<file path="src/glue_pkg.sv">
package glue_pkg;
    // supply latch state after reset: regulator off
    localparam logic SUPPLY_LATCH_RST = 1'b0;
    // tone enable state after reset
    localparam logic TONE_RST = 1'b0;
    localparam logic TONE_INHIBIT_RST = 1'b0;
    // key protection key width in bits
    localparam int KEY_WIDTH = 64;
    // card clock divide ratio (processor clock / 2)
    localparam int CARD_CLK_DIV = 2;
    localparam logic CARD_CLK_RST = 1'b0;
    // synchroniser depth for pin inputs
    localparam int SYNC_STAGES = 2;
    // number of asynchronous pin inputs
    localparam int PIN_COUNT = 11;
    // bit positions in the synchronised pin vector
    localparam int P_POWER_KEY = 0;
    localparam int P_LOW_BATT = 1;
    localparam int P_CARD_A = 2;
    localparam int P_CARD_B = 3;
    localparam int P_NUM_PAD = 4;
    localparam int P_FUNC_PAD = 5;
    localparam int P_TAMPER = 6;
    localparam int P_FIVE_V = 7;
    localparam int P_BACKUP_LOST = 8;
    localparam int P_CARD_TONE = 9;
    localparam int P_NUM_KEYS = 10;
    // synchroniser reset value: all inactive (active-low inputs high)
    localparam logic [PIN_COUNT-1:0] PIN_IDLE = 11'h03E;
endpackage

</file>
<file path="src/pin_sync.sv">
`timescale 1ns/10ps
module pin_sync
    import glue_pkg::*;
#(
    parameter int WIDTH = PIN_COUNT,
    parameter logic [WIDTH-1:0] IDLE = PIN_IDLE
) (
    input wire logic clock_i,
    input wire logic reset_n_i,
    input wire logic [WIDTH-1:0] async_i,
    output logic [WIDTH-1:0] sync_o
);
    typedef struct packed {
        logic [WIDTH-1:0] stage1;
        logic [WIDTH-1:0] stage2;
    } sync_s;

    sync_s state;
    sync_s next_state;

    always_comb begin
        next_state = state;
        next_state.stage1 = async_i;
        next_state.stage2 = state.stage1;
        if (!reset_n_i) begin
            next_state.stage1 = IDLE;
            next_state.stage2 = IDLE;
        end
    end

    always_ff @(posedge clock_i) begin
        state <= next_state;
    end

    assign sync_o = state.stage2;
endmodule

</file>
<file path="src/power_latch_irq_glue.sv">
// Overview of operation
// [RULE1] power off: power key press sets supply latch, no processor needed
// [RULE2] power on: power key press only raises the function keypad interrupt
// [RULE3] processor clears supply latch via control output; regulator turns off
// [RULE4] tone switched by processor or card; processor inhibit blocks card tone
// [RULE5] card clock derived from processor output clock at lower rate
// [RULE6] processor holds reset low until oscillator stable, may reassert later
// [RULE7] low battery detector routed to interrupt level two
// [RULE8] card interrupts a and b routed to levels three and four
// [RULE9] numeric keypad to level five, function keypad to level six
// [RULE10] tamper and five-volt detect combined on level seven; tamper also alone
// [RULE11] processor reads tamper input first on level seven request
// [RULE12] key protection key clears on tamper or backup supply loss
// [RULE13] keypad has write and read selects; tone uses keypad write select
// [RULE14] any numeric key press asserts numeric keypad interrupt
// [RULE15] card clock is processor output clock divided by exactly two
// [RULE16] interrupt requests active low, held while source condition persists
`timescale 1ns/10ps
module power_latch_irq_glue
    import glue_pkg::*;
#(
    parameter int NUM_KEYS = 16,
    parameter int KEY_BITS = KEY_WIDTH
) (
    input wire logic CLOCK_I,
    input wire logic RESET_N_I,
    input wire logic POWER_KEY_N_I,
    input wire logic SUPPLY_OFF_N_I,
    input wire logic LOW_BATT_N_I,
    input wire logic CARD_IRQ_A_N_I,
    input wire logic CARD_IRQ_B_N_I,
    input wire logic [NUM_KEYS-1:0] NUM_KEYS_N_I,
    input wire logic FUNC_PAD_IRQ_N_I,
    input wire logic TAMPER_N_I,
    input wire logic FIVE_V_DETECT_N_I,
    input wire logic BACKUP_LOST_N_I,
    input wire logic CARD_TONE_I,
    input wire logic KEY_WRITE_SEL_N_I,
    input wire logic KEY_READ_SEL_N_I,
    input wire logic [2:0] PROC_DATA_I,
    input wire logic [KEY_BITS-1:0] KEY_LOAD_I,
    input wire logic KEY_LOAD_EN_I,
    output logic SUPPLY_EN_O,
    output logic TONE_EN_O,
    output logic CARD_CLK_O,
    output logic [2:0] KEYPAD_READ_DATA_O,
    output logic KEYPAD_READ_OE_O,
    output logic [7:1] IRQ_N_O,
    output logic TAMPER_SENSE_IN_O,
    output logic [KEY_BITS-1:0] KEY_PROTECT_KEY_O
);
    typedef struct packed {
        logic supply_latch;
        logic key_seen;
        logic on_press;
        logic proc_tone;
        logic tone_inhibit;
        logic write_sel_d;
        logic card_clk;
        logic [6:0] irq_n;
        logic tamper_sense_in;
        logic tone_en;
        logic [KEY_BITS-1:0] key_protect_key;
    } glue_s;

    glue_s state;
    glue_s next_state;
    logic [PIN_COUNT-1:0] pins;
    logic any_num_key;
    logic [2:0] read_data;

    // any numeric key pressed (keys active low)
    assign any_num_key = ~&NUM_KEYS_N_I; // [RULE14]

    pin_sync #(
        .WIDTH(PIN_COUNT),
        .IDLE(PIN_IDLE)
    ) u_sync (
        .clock_i(CLOCK_I),
        .reset_n_i(RESET_N_I),
        .async_i({any_num_key, CARD_TONE_I, ~BACKUP_LOST_N_I, ~FIVE_V_DETECT_N_I,
            ~TAMPER_N_I, FUNC_PAD_IRQ_N_I, NUM_KEYS_N_I[0] & ~any_num_key,
            CARD_IRQ_B_N_I, CARD_IRQ_A_N_I, LOW_BATT_N_I, ~POWER_KEY_N_I}),
        .sync_o(pins)
    );

    always_comb begin
        next_state = state;
        // supply latch
        if (pins[P_POWER_KEY] && !state.key_seen && !state.supply_latch) begin
            next_state.supply_latch = 1'b1; // [RULE1]
        end else if (!SUPPLY_OFF_N_I) begin
            next_state.supply_latch = 1'b0; // [RULE3]
        end
        next_state.key_seen = pins[P_POWER_KEY];
        // only a press begun with supply on asks for shutdown
        if (!pins[P_POWER_KEY]) begin
            next_state.on_press = 1'b0;
        end else if (!state.key_seen && state.supply_latch) begin
            next_state.on_press = 1'b1; // [RULE2]
        end
        // tone control via keypad write select strobe
        next_state.write_sel_d = KEY_WRITE_SEL_N_I;
        if (!KEY_WRITE_SEL_N_I && state.write_sel_d) begin
            next_state.proc_tone = PROC_DATA_I[0]; // [RULE13]
            next_state.tone_inhibit = PROC_DATA_I[1];
        end
        next_state.tone_en = state.proc_tone |
            (pins[P_CARD_TONE] & ~state.tone_inhibit); // [RULE4]
        // card clock toggles every rising edge: divide by two
        next_state.card_clk = ~state.card_clk; // [RULE5] [RULE15]
        // interrupt routing, levels held while source active
        next_state.irq_n[0] = 1'b1;
        next_state.irq_n[1] = pins[P_LOW_BATT]; // [RULE7] [RULE16]
        next_state.irq_n[2] = pins[P_CARD_A]; // [RULE8]
        next_state.irq_n[3] = pins[P_CARD_B]; // [RULE8]
        next_state.irq_n[4] = ~pins[P_NUM_KEYS]; // [RULE9] [RULE14]
        next_state.irq_n[5] = pins[P_FUNC_PAD] & ~state.on_press; // [RULE2] [RULE9]
        next_state.irq_n[6] = ~(pins[P_TAMPER] | pins[P_FIVE_V]); // [RULE10]
        next_state.tamper_sense_in = ~pins[P_TAMPER]; // [RULE10]
        // key protection key
        if (pins[P_TAMPER] || pins[P_BACKUP_LOST]) begin
            next_state.key_protect_key = '0; // [RULE12]
        end else if (KEY_LOAD_EN_I) begin
            next_state.key_protect_key = KEY_LOAD_I;
        end
        if (!RESET_N_I) begin
            next_state.supply_latch = SUPPLY_LATCH_RST;
            next_state.key_seen = 1'b0;
            next_state.on_press = 1'b0;
            next_state.proc_tone = TONE_RST;
            next_state.tone_inhibit = TONE_INHIBIT_RST;
            next_state.write_sel_d = 1'b1;
            next_state.card_clk = CARD_CLK_RST;
            next_state.irq_n = 7'h7F;
            next_state.tamper_sense_in = 1'b1;
            next_state.tone_en = 1'b0;
            next_state.key_protect_key = state.key_protect_key;
        end
    end

    always_ff @(posedge CLOCK_I) begin
        state <= next_state;
    end

    // keypad read select returns power key, function keypad request and supply latch state
    always_comb begin
        read_data = 3'h0;
        read_data[0] = pins[P_POWER_KEY];
        read_data[1] = ~pins[P_FUNC_PAD];
        read_data[2] = state.supply_latch;
    end

    assign KEYPAD_READ_OE_O = ~KEY_READ_SEL_N_I; // [RULE13]
    assign KEYPAD_READ_DATA_O = read_data;
    assign SUPPLY_EN_O = state.supply_latch;
    assign TONE_EN_O = state.tone_en;
    assign CARD_CLK_O = state.card_clk;
    assign IRQ_N_O = state.irq_n;
    assign TAMPER_SENSE_IN_O = state.tamper_sense_in;
    assign KEY_PROTECT_KEY_O = state.key_protect_key;
endmodule

</file>
<file path="config.mk">
export PLATFORM = sky130hd
export DESIGN_NAME = power_latch_irq_glue
export DESIGN_NICKNAME = d
export VERILOG_FILES = /design/src/glue_pkg.sv /design/src/pin_sync.sv /design/src/power_latch_irq_glue.sv
export SDC_FILE = /design/constraint.sdc
export NUM_CORES = 1
export LEC_CHECK = 0
export BUFFER_PORTS_ARGS = -buffer_cell sky130_fd_sc_hd__buf_2
export CAP_MARGIN = 0
export CORE_AREA = 2 2 91 93
export CTS_BUF_LIST = sky130_fd_sc_hd__clkbuf_4
export DETAILED_ROUTE_END_ITERATION = 8
export DIE_AREA = 0 0 93 95
export PLACE_DENSITY = 0.85
export SYNTH_ARGS = -nofsm -noshare
export SYNTH_HDL_FRONTEND = slang
export SYNTH_SLANG_ARGS = --single-unit
</file>
<file path="constraint.sdc">
create_clock -name CLOCK_I -period 3.7 [get_ports CLOCK_I]
set_clock_uncertainty 0.05 [all_clocks]
set_input_delay 1.11 -clock CLOCK_I [delete_from_list [all_inputs] [get_ports CLOCK_I]]
set_output_delay 1.11 -clock CLOCK_I [all_outputs]
set_load 0.01 [all_outputs]
</file>
==> results.json, run 1 <==
{
  "outcome": "completed",
  "worst_pin_slew_ps": 952,
  "setup_tns_ps": 0,
  "ys_warn_count": 0,
  "power_density_nw_per_um2": 434,
  "crit_type": "primary input to primary output",
  "cts_max_path_buffers": 2,
  "die_y_um": 95,
  "synthToLayoutAreaGrowth_pct": 14.0,
  "rsz0062_at_grt": "no",
  "hold_depth": 1,
  "die_w_um": 93,
  "synthTopCellsByArea": "edfxtp_1 (49%), dfxtp_1 (18%), buf_4 (14%)",
  "nets": 499,
  "yosys.area_share.xor_xnor_pct": 0,
  "synthSimpleGateAreaFrac_pct": 16.7,
  "cp.buffers_inverters": 3,
  "power_leakage_nw": 1.96,
  "fmax_mhz": 398,
  "antenna_left": 0,
  "synth_top_family_by_area": "simple AND/OR/NAND/NOR gates",
  "critPathMaxStageDelay_ps": 110,
  "synth_top_area_cell": "edfxtp_1",
  "grt_usage_pct": 14.3,
  "route.vias.total": 2217,
  "postCtsSetupRepairBufs": 0,
  "wire_per_inst_um": 12.5,
  "cts_max_level": 3,
  "route.detailed.drc": 0,
  "pwr-share-clk_pct": 24.9,
  "wirelength_mm": 6.39,
  "cpMostUsedCell": "buf_2",
  "synth_area_um2": 3960,
  "grt_antenna_before_repair": 0,
  "r2r_end": "KEY_PROTECT_KEY_O[51]",
  "grt_pass1_vias": 2069,
  "drv_slew": 0,
  "syn_inst": 296,
  "p_int_mw": 1.50,
  "num-fill-cells": 662,
  "avgSynthCellArea_um2": 13.4,
  "clkSinkCount": 99,
  "p_seq_share_pct": 64.4,
  "hold_slack_ps": 332,
  "synth_fa_ha_area_share_pct": 0,
  "dp_hpwl_mm": 4.73,
  "grt_overflow": 0,
  "die-area_um2": 8840,
  "fin_util_pct": 56.9,
  "layout-drive-gt1-share_pct": 51.5,
  "hold_viol_final": 0,
  "swShare_pct": 23.4,
  "p_sw_uw": 458,
  "peakVddDrop_uv": 198,
  "dpl_cell_area_um2": 4400,
  "crit_chain": "buf_2 > inv_1 > buf_2",
  "grt_pass1_wl_mm": 9.55,
  "clockRootBuffer": "clkbuf_4",
  "ys_seq_elements": 99,
  "worstRegToRegCells": 2,
  "synth_compound_gate_area_share_pct": 1.36,
  "endpoint_kind": "primary output",
  "whs_endpoint": "IRQ_N_O[5]",
  "rr_startpoint": "u_sync.sync_o[6]",
  "cp_top_family": "buffers and inverters",
  "start_kind": "primary input",
  "setup_viol": 0,
  "boundaryPins": 177,
  "rows": 33,
  "drt_first_pass_iters": 4,
  "clock_latency_ps": 410,
  "synth_cell_types": 22,
  "cap_violations": 0,
  "start_util_pct": 50.0,
  "synth_fp_nets": 394,
  "cp_slowest_cell": "buf_2",
  "final_cell_area_um2": 4510,
  "cp.required_ps": 2540,
  "r2r_slack_ps": 2010,
  "worstPathArrival_ps": 1350,
  "hp-start": "u_sync.sync_o[10]",
  "diodes": 0,
  "combPwrFrac_pct": 10.7,
  "core-area_um2": 7930,
  "hold_path.class": "register to register",
  "worstPathMaxFanout": 1,
  "period_share_pct": 67.9,
  "crit_path_start": "KEY_READ_SEL_N_I",
  "gp_congestion": 0.741,
  "via_per_inst": 4.34,
  "post_cts_resized": 0,
  "finalCriticalPeriod_ps": 2510,
  "grt_max_degree": 65,
  "clkTransAtPathRegs_ps": 140,
  "yosysTopAreaCellShare_pct": 48.5,
  "cts-buffers-inserted": 9,
  "seq_area_frac_synth_pct": 66.2,
  "muxShareOfSynthArea_pct": 0.506,
  "drt-initial-drc-count": 38,
  "hold_buffers": 0,
  "cts_tree": "done",
  "maxSlewHeadroom_pct": 36.4,
  "port-buffer-count": 174
}
layout by cell type (no fill, tap or decap):
master	n
conb_1	1
buf_2	174
dfxtp_1	35
clkbuf_4	10
o31a_2	1
inv_1	2
edfxtp_1	64
nor2b_1	11
nand2_1	2
o41a_1	1
nor2_1	1
mux2i_1	2
a22oi_1	1
buf_12	1
inv_4	1
nand4_1	4
clkinv_2	2
nor2_4	1
nand2b_1	12
buf_4	1
o21a_1	2
and2_2	15
o21ai_0	2
clkinvlp_4	2
inv_6	1
and2_1	57
cell type report:
| class | count | area (µm²) | area share [%] |
|---|---|---|---|
| Timing Repair Buffer | 176 | 898 | 19.9 |
| Clock inverter | 6 | 40.0 | 0.887 |
| Inverter | 2 | 7.51 | 0.166 |
| Sequential cell | 99 | 2620 | 58.1 |
| Clock buffer | 10 | 75.1 | 1.66 |
| Multi-Input combinational cell | 113 | 738 | 16.4 |
| Tap cell | 105 | 131 | 2.91 |
how the worst max path moves through the flow:
stage,end,slack [ps],depth (start not counted)
2_1_floorplan,KEY_PROTECT_KEY_O[0],1080,2
3_3_place_gp,KEYPAD_READ_OE_O,1180,3
3_5_place_dp,KEYPAD_READ_OE_O,1190,3
4_1_cts,KEYPAD_READ_OE_O,1190,3
5_1_grt,KEYPAD_READ_OE_O,1170,3
6_report,KEYPAD_READ_OE_O,1190,3
power groups by stage:
stage               clock network (mW)  logic, mW  registers (mW)
global route                     0.546      0.234            1.27
finish                           0.487      0.210            1.26
detailed placement                   0      0.214            1.29
global placement                     0      0.207            1.28
floorplan                            0      0.161            1.29
CTS                              0.503      0.214            1.26
state kept, by name, indices dropped and copies added (netlist names):
signal and count:
CARD_CLK_O 1, SUPPLY_EN_O 1, TAMPER_SENSE_IN_O 1, state 5
u_sync.sync_o 10, TONE_EN_O 1, u_sync.state 10, KEY_PROTECT_KEY_O 64
IRQ_N_O 6
cell usage after synthesis:
library cell	n
buf_2	2
and2_1	57
o21a_1	2
buf_4	73
nor2_1	1
inv_1	2
nand2_1	2
a22oi_1	1
mux2i_1	2
o21ai_0	2
clkbuf_2	6
o31a_2	1
edfxtp_1	64
dfxtp_1	35
and2_2	15
nand4_1	4
nor2b_1	11
nand2b_1	12
nor2_4	1
conb_1	1
o41a_1	1
clkbuf_1	1
cell families (layout without fill, tap and decap cells):
| group | Yosys count | after routing |
|---|---|---|
| compound gates | 7 | 7 |
| buf+inv | 84 | 194 |
| flops | 99 | 99 |
| mux | 2 | 2 |
| other cells | 1 | 1 |
| simple gates | 103 | 103 |
layer usage:
metal	track usage [%]	share of wire [%]
met5	0	0
met4	6.50	2.0
met3	5.59	10
met2	25.4	50
met1	15.1	38
stage by stage:
stage	setup WS, ps	std cells	power, mW
6_report	1190	511	1.96
3_5_place_dp	1190	495	1.50
4_1_cts	1190	511	1.98
5_1_grt	1170	511	2.05
2_1_floorplan	1080	296	1.45
3_3_place_gp	1180	495	1.49
Note: power is estimated with default switching activity, not from simulation.
==> run 2: changes to the inputs <==
Settings changed: CORE_AREA 2 2 91 93 to 2 2 98 100, DIE_AREA 0 0 93 95 to 0 0 100 102, PLACE_DENSITY 0.85 to 0.78.
Clock period 3.7 ns to 2.2 ns, I/O delays scaled along.
==> run 2 against run 1 <==
Count of clock-buffer cells in the layout down 1. Sequential power up 68%. Combinational power up 68%. Critical path depth down 2. Setup slack worse by 710 ps. Register-to-register slack worse by 1400 ps. Via count up 0.99%. Cell area up 1.2%. Sequential cell count unchanged. Final cell count up 1.2%. First-iteration DRC count up 18%. Highest routed layer unchanged.
==> results.json, run 2 (same netlist as run 1, synthesis figures left out) <==
{
  "outcome": "completed",
  "setup_viol": 0,
  "hold_path.class": "primary input to register",
  "core-area_um2": 9110,
  "worstRegToRegCells": 2,
  "most-common-layout-cells": "buf_2 (174), edfxtp_1 (64), and2_1 (57)",
  "synthToLayoutAreaGrowth_pct": 15.3,
  "drv_slew": 0,
  "grt_pass1_wl_mm": 10.1,
  "start_util_pct": 43.5,
  "clockRootBuffer": "clkbuf_4",
  "via_per_inst": 4.33,
  "rows": 35,
  "whs_endpoint": "u_sync.state[18]",
  "crit_type": "register to primary output",
  "wire_per_inst_um": 12.8,
  "critPathMaxStageDelay_ps": 420,
  "fin_util_pct": 50.1,
  "die-area_um2": 10200,
  "gp_congestion": 0.707,
  "antenna_left": 0,
  "drt-initial-drc-count": 45,
  "grt_overflow": 0,
  "path_depth": 1,
  "cts-buffers-inserted": 9,
  "setup_tns_ps": 0,
  "post_cts_resized": 0,
  "fmax_mhz": 581,
  "layout-drive-gt1-share_pct": 51.5,
  "r2r_slack_ps": 570,
  "cp_slowest_cell": "edfxtp_1",
  "hold_buffers": 0,
  "crit_chain": "buf_2",
  "port-buffer-count": 174,
  "route.detailed.drc": 0,
  "endpoint_kind": "primary output",
  "cp.required_ps": 1490,
  "nets": 499,
  "boundaryPins": 177,
  "cts_max_level": 3,
  "start_kind": "register",
  "drt_first_pass_iters": 4,
  "largest_register_ff_count": 64,
  "postCtsSetupRepairBufs": 0,
  "peakVddDrop_uv": 330,
  "cap_violations": 0,
  "route.vias.total": 2239,
  "clock_latency_ps": 410,
  "clkTransAtPathRegs_ps": 160,
  "hold_viol_final": 0,
  "power_leakage_nw": 1.98,
  "grt_antenna_before_repair": 0,
  "power_density_nw_per_um2": 771,
  "die_w_um": 100,
  "worst_pin_slew_ps": 1000,
  "period_share_pct": 78.2,
  "die_y_um": 102,
  "finalCriticalPeriod_ps": 1720,
  "cts_max_path_buffers": 2,
  "maxSlewHeadroom_pct": 33.1,
  "cp.buffers_inverters": 1,
  "grt_pass1_vias": 2154,
  "power_mw": 3.52,
  "worstPathArrival_ps": 1010,
  "cts_tree": "done",
  "grt_max_degree": 65,
  "clkSinkCount": 99,
  "hold_depth": 2,
  "grt_usage_pct": 12.8,
  "layout_commonest_cell": "buf_2",
  "wirelength_mm": 6.60,
  "rsz0062_at_grt": "no",
  "cp_top_family": "flip-flops",
  "rr_startpoint": "u_sync.sync_o[6]",
  "r2r_end": "KEY_PROTECT_KEY_O[45]",
  "hp-start": "FIVE_V_DETECT_N_I",
  "diodes": 0,
  "dp_hpwl_mm": 4.69,
  "worstPathMaxFanout": 1
}
==> run 2: cell count changes in the layout (fill, tap and decap cells not counted), sizes merged <==
| cell | change |
|---|---|
| bufinv | +2 |
| clkbuf | -1 |
| clkinvlp | -1 |
==> run 2: power by group <==
group	switching, mW	total, mW	internal, mW
Clock	0.583	1.04	0.460
Sequential	0.0247	2.12	2.10
Combinational	0.173	0.353	0.180
==> run 2: how the worst max path moves through the flow <==
stage	end	slack (ps)	start
2_1_floorplan	KEY_PROTECT_KEY_O[0]	30	RESET_N_I
3_3_place_gp	KEY_PROTECT_KEY_O[33]	560	RESET_N_I
3_5_place_dp	KEY_PROTECT_KEY_O[43]	520	u_sync.sync_o[6]
4_1_cts	KEY_PROTECT_KEY_O[0]	430	KEY_PROTECT_KEY_O[0]
5_1_grt	KEY_PROTECT_KEY_O[48]	360	u_sync.sync_o[6]
6_report	KEY_PROTECT_KEY_O[0]	480	KEY_PROTECT_KEY_O[0]
==> run 2: routing by layer <==
layer  wire [µm]  share of wire [%]  up-vias  global-route usage (%)
met2        3430                 52      110                    23.2
met4          59               0.89        0                    4.11
met3         645                9.8        8                    5.13
met1        2460                 37     1017                    13.8
li1            -                  -     1104                       -
met5           0                  0        -                       0
==> run 2: stage by stage <==
stage	instances	hold slack, ps	setup slack, ps	area [µm²]
CTS	517	284	432	4570
finish	517	327	479	4570
floorplan	296	293	25.0	3960
global placement	501	302	555	4410
global route	517	282	365	4570
detailed placement	501	301	517	4410
==> run 2: cell type report <==
| type | instances | area (µm²) |
|---|---|---|
| clock buffer | 9 | 67.6 |
| clock inverter | 7 | 92.6 |
| fill | 828 | 4540 |
| inverter | 2 | 7.51 |
| multi-input combinational | 113 | 738 |
| sequential | 99 | 2620 |
| tap | 111 | 139 |
| timing repair buffer | 176 | 898 |
==> run 3: changes to the inputs <==
Clock period 2.2 ns to 1.5 ns, I/O delays scaled along.
==> run 3 against run 2 <==
Count of clock-buffer cells in the layout rose by 1. Via count rose by 2.8%. Power is 48% higher. Clock power grew 50%. Highest routed layer unchanged. Sequential power rose by 47%. Wire length up 8.1%. Critical path type unchanged. Setup slack worse by 470 ps. Register-to-register slack worse by 510 ps. Global-route usage grew 0.41 points. Worst hold slack lost 210 ps. Final cell count increased by 0.97%.
==> results.json, run 3 (same netlist as run 1, synthesis figures left out) <==
{
  "outcome": "completed",
  "finalCriticalPeriod_ps": 1490,
  "crit_chain": "buf_2",
  "worstPathArrival_ps": 990,
  "gp_congestion": 0.720,
  "via_per_inst": 4.41,
  "rsz0062_at_grt": "yes",
  "hold_viol_final": 0,
  "cts-buffers-inserted": 9,
  "drv_slew": 0,
  "grt_antenna_before_repair": 2,
  "cp.buffers_inverters": 1,
  "cp.required_ps": 1000,
  "drt_first_pass_iters": 4,
  "clock_latency_ps": 420,
  "synthToLayoutAreaGrowth_pct": 16.9,
  "hold_path.class": "primary input to register",
  "multi_input_area_um2": 757,
  "endpoint_kind": "primary output",
  "drt-initial-drc-count": 50,
  "num-fill-cells": 817,
  "fin_util_pct": 50.8,
  "grt_overflow": 0,
  "worstPathMaxFanout": 1,
  "cap_violations": 0,
  "dpl_cell_area_um2": 4440,
  "cp_slowest_cell": "edfxtp_1",
  "worst_pin_slew_ps": 619,
  "grt_max_degree": 35,
  "critPathMaxStageDelay_ps": 410,
  "final_cell_area_um2": 4630,
  "grt_pass1_wl_mm": 10.2,
  "clockRootBuffer": "clkbuf_4",
  "setup_viol": 0,
  "nets": 502,
  "die-area_um2": 10200,
  "regArea_um2": 2630,
  "start_util_pct": 43.5,
  "layout_commonest_cell": "buf_2",
  "rows": 35,
  "cts_max_path_buffers": 2,
  "route.vias.total": 2301,
  "die_y_um": 102,
  "grt_usage_pct": 13.2,
  "clkSinkCount": 99,
  "core-area_um2": 9110,
  "power_density_nw_per_um2": 1130,
  "cts_max_level": 3,
  "die_w_um": 100,
  "largest_register_ff_count": 64,
  "route.detailed.drc": 0,
  "period_share_pct": 99.5,
  "power_leakage_nw": 2.00,
  "most-common-layout-cells": "buf_2 (173), edfxtp_1 (64), and2_1 (57)",
  "boundaryPins": 177,
  "wirelength_mm": 7.13,
  "cp_top_family": "flip-flops",
  "layout-drive-gt1-share_pct": 52.8,
  "wire_per_inst_um": 13.7,
  "hold_buffers": 0,
  "start_kind": "register",
  "peakVddDrop_uv": 619,
  "grt_pass1_vias": 2186,
  "port-buffer-count": 174,
  "dp_hpwl_mm": 4.83,
  "crit_type": "register to primary output",
  "clkTransAtPathRegs_ps": 160,
  "fmax_mhz": 670,
  "maxSlewHeadroom_pct": 58.6,
  "cts_tree": "done",
  "antenna_left": 0
}
run 3: worst paths after layout:
path	from	cells after the start	slack, ps	end
max	KEY_PROTECT_KEY_O[40]	1	7	KEY_PROTECT_KEY_O[40]
min	POWER_KEY_N_I	2	120	u_sync.state[11]
max reg2reg	u_sync.sync_o[6]	3	60	KEY_PROTECT_KEY_O[28]
min reg2reg	u_sync.sync_o[10]	1	340	IRQ_N_O[5]
run 3: repair_timing:
action                     4_1_cts  5_1_grt
cloned                           1        0
setup buffers                    0        0
gates resized for setup          2        4
setup endpoints to repair       84       62
run 3: area by class of cell:
| cell class | instances | area share, % |
|---|---|---|
| Timing Repair Buffer | 178 | 20.1 |
| Multi-Input combinational cell | 114 | 16.3 |
| Sequential cell | 99 | 56.7 |
| Inverter | 2 | 0.162 |
| Clock inverter | 6 | 1.92 |
| Antenna cell | 2 | 0.108 |
| Tap cell | 111 | 3.00 |
| Clock buffer | 10 | 1.62 |
run 3: through the flow:
stage | setup TNS (ps) | setup slack [ps] | instances | hold WS [ps] | power [mW]
2_1_floorplan | -694 | -10.8 | 296 | 293 | 3.57
3_3_place_gp | -3350 | -87.9 | 503 | 304 | 3.70
3_5_place_dp | -9010 | -189 | 503 | 311 | 3.72
4_1_cts | -228 | -26.4 | 520 | 86.2 | 5.28
5_1_grt | -1440 | -63.1 | 520 | 69.7 | 5.43
6_report | 0 | 7.07 | 522 | 118 | 5.21
run 3: power by group:
| part | total [mW] | internal, mW | switching, mW |
|---|---|---|---|
| Clock | 1.56 | 0.701 | 0.856 |
| Combinational | 0.543 | 0.277 | 0.267 |
| Sequential | 3.11 | 3.08 | 0.0383 |
run 3: per-layer routing:
layer  wire length (µm)  up-vias  part of all wire (%)  GRT usage (%)
li1                   -     1114                     -              -
met1               2800     1043                    39           14.5
met2               3370      132                    47           22.7
met3                838       12                    12           5.34
met4                116        0                   1.6           6.01
met5                  0        -                     0              0
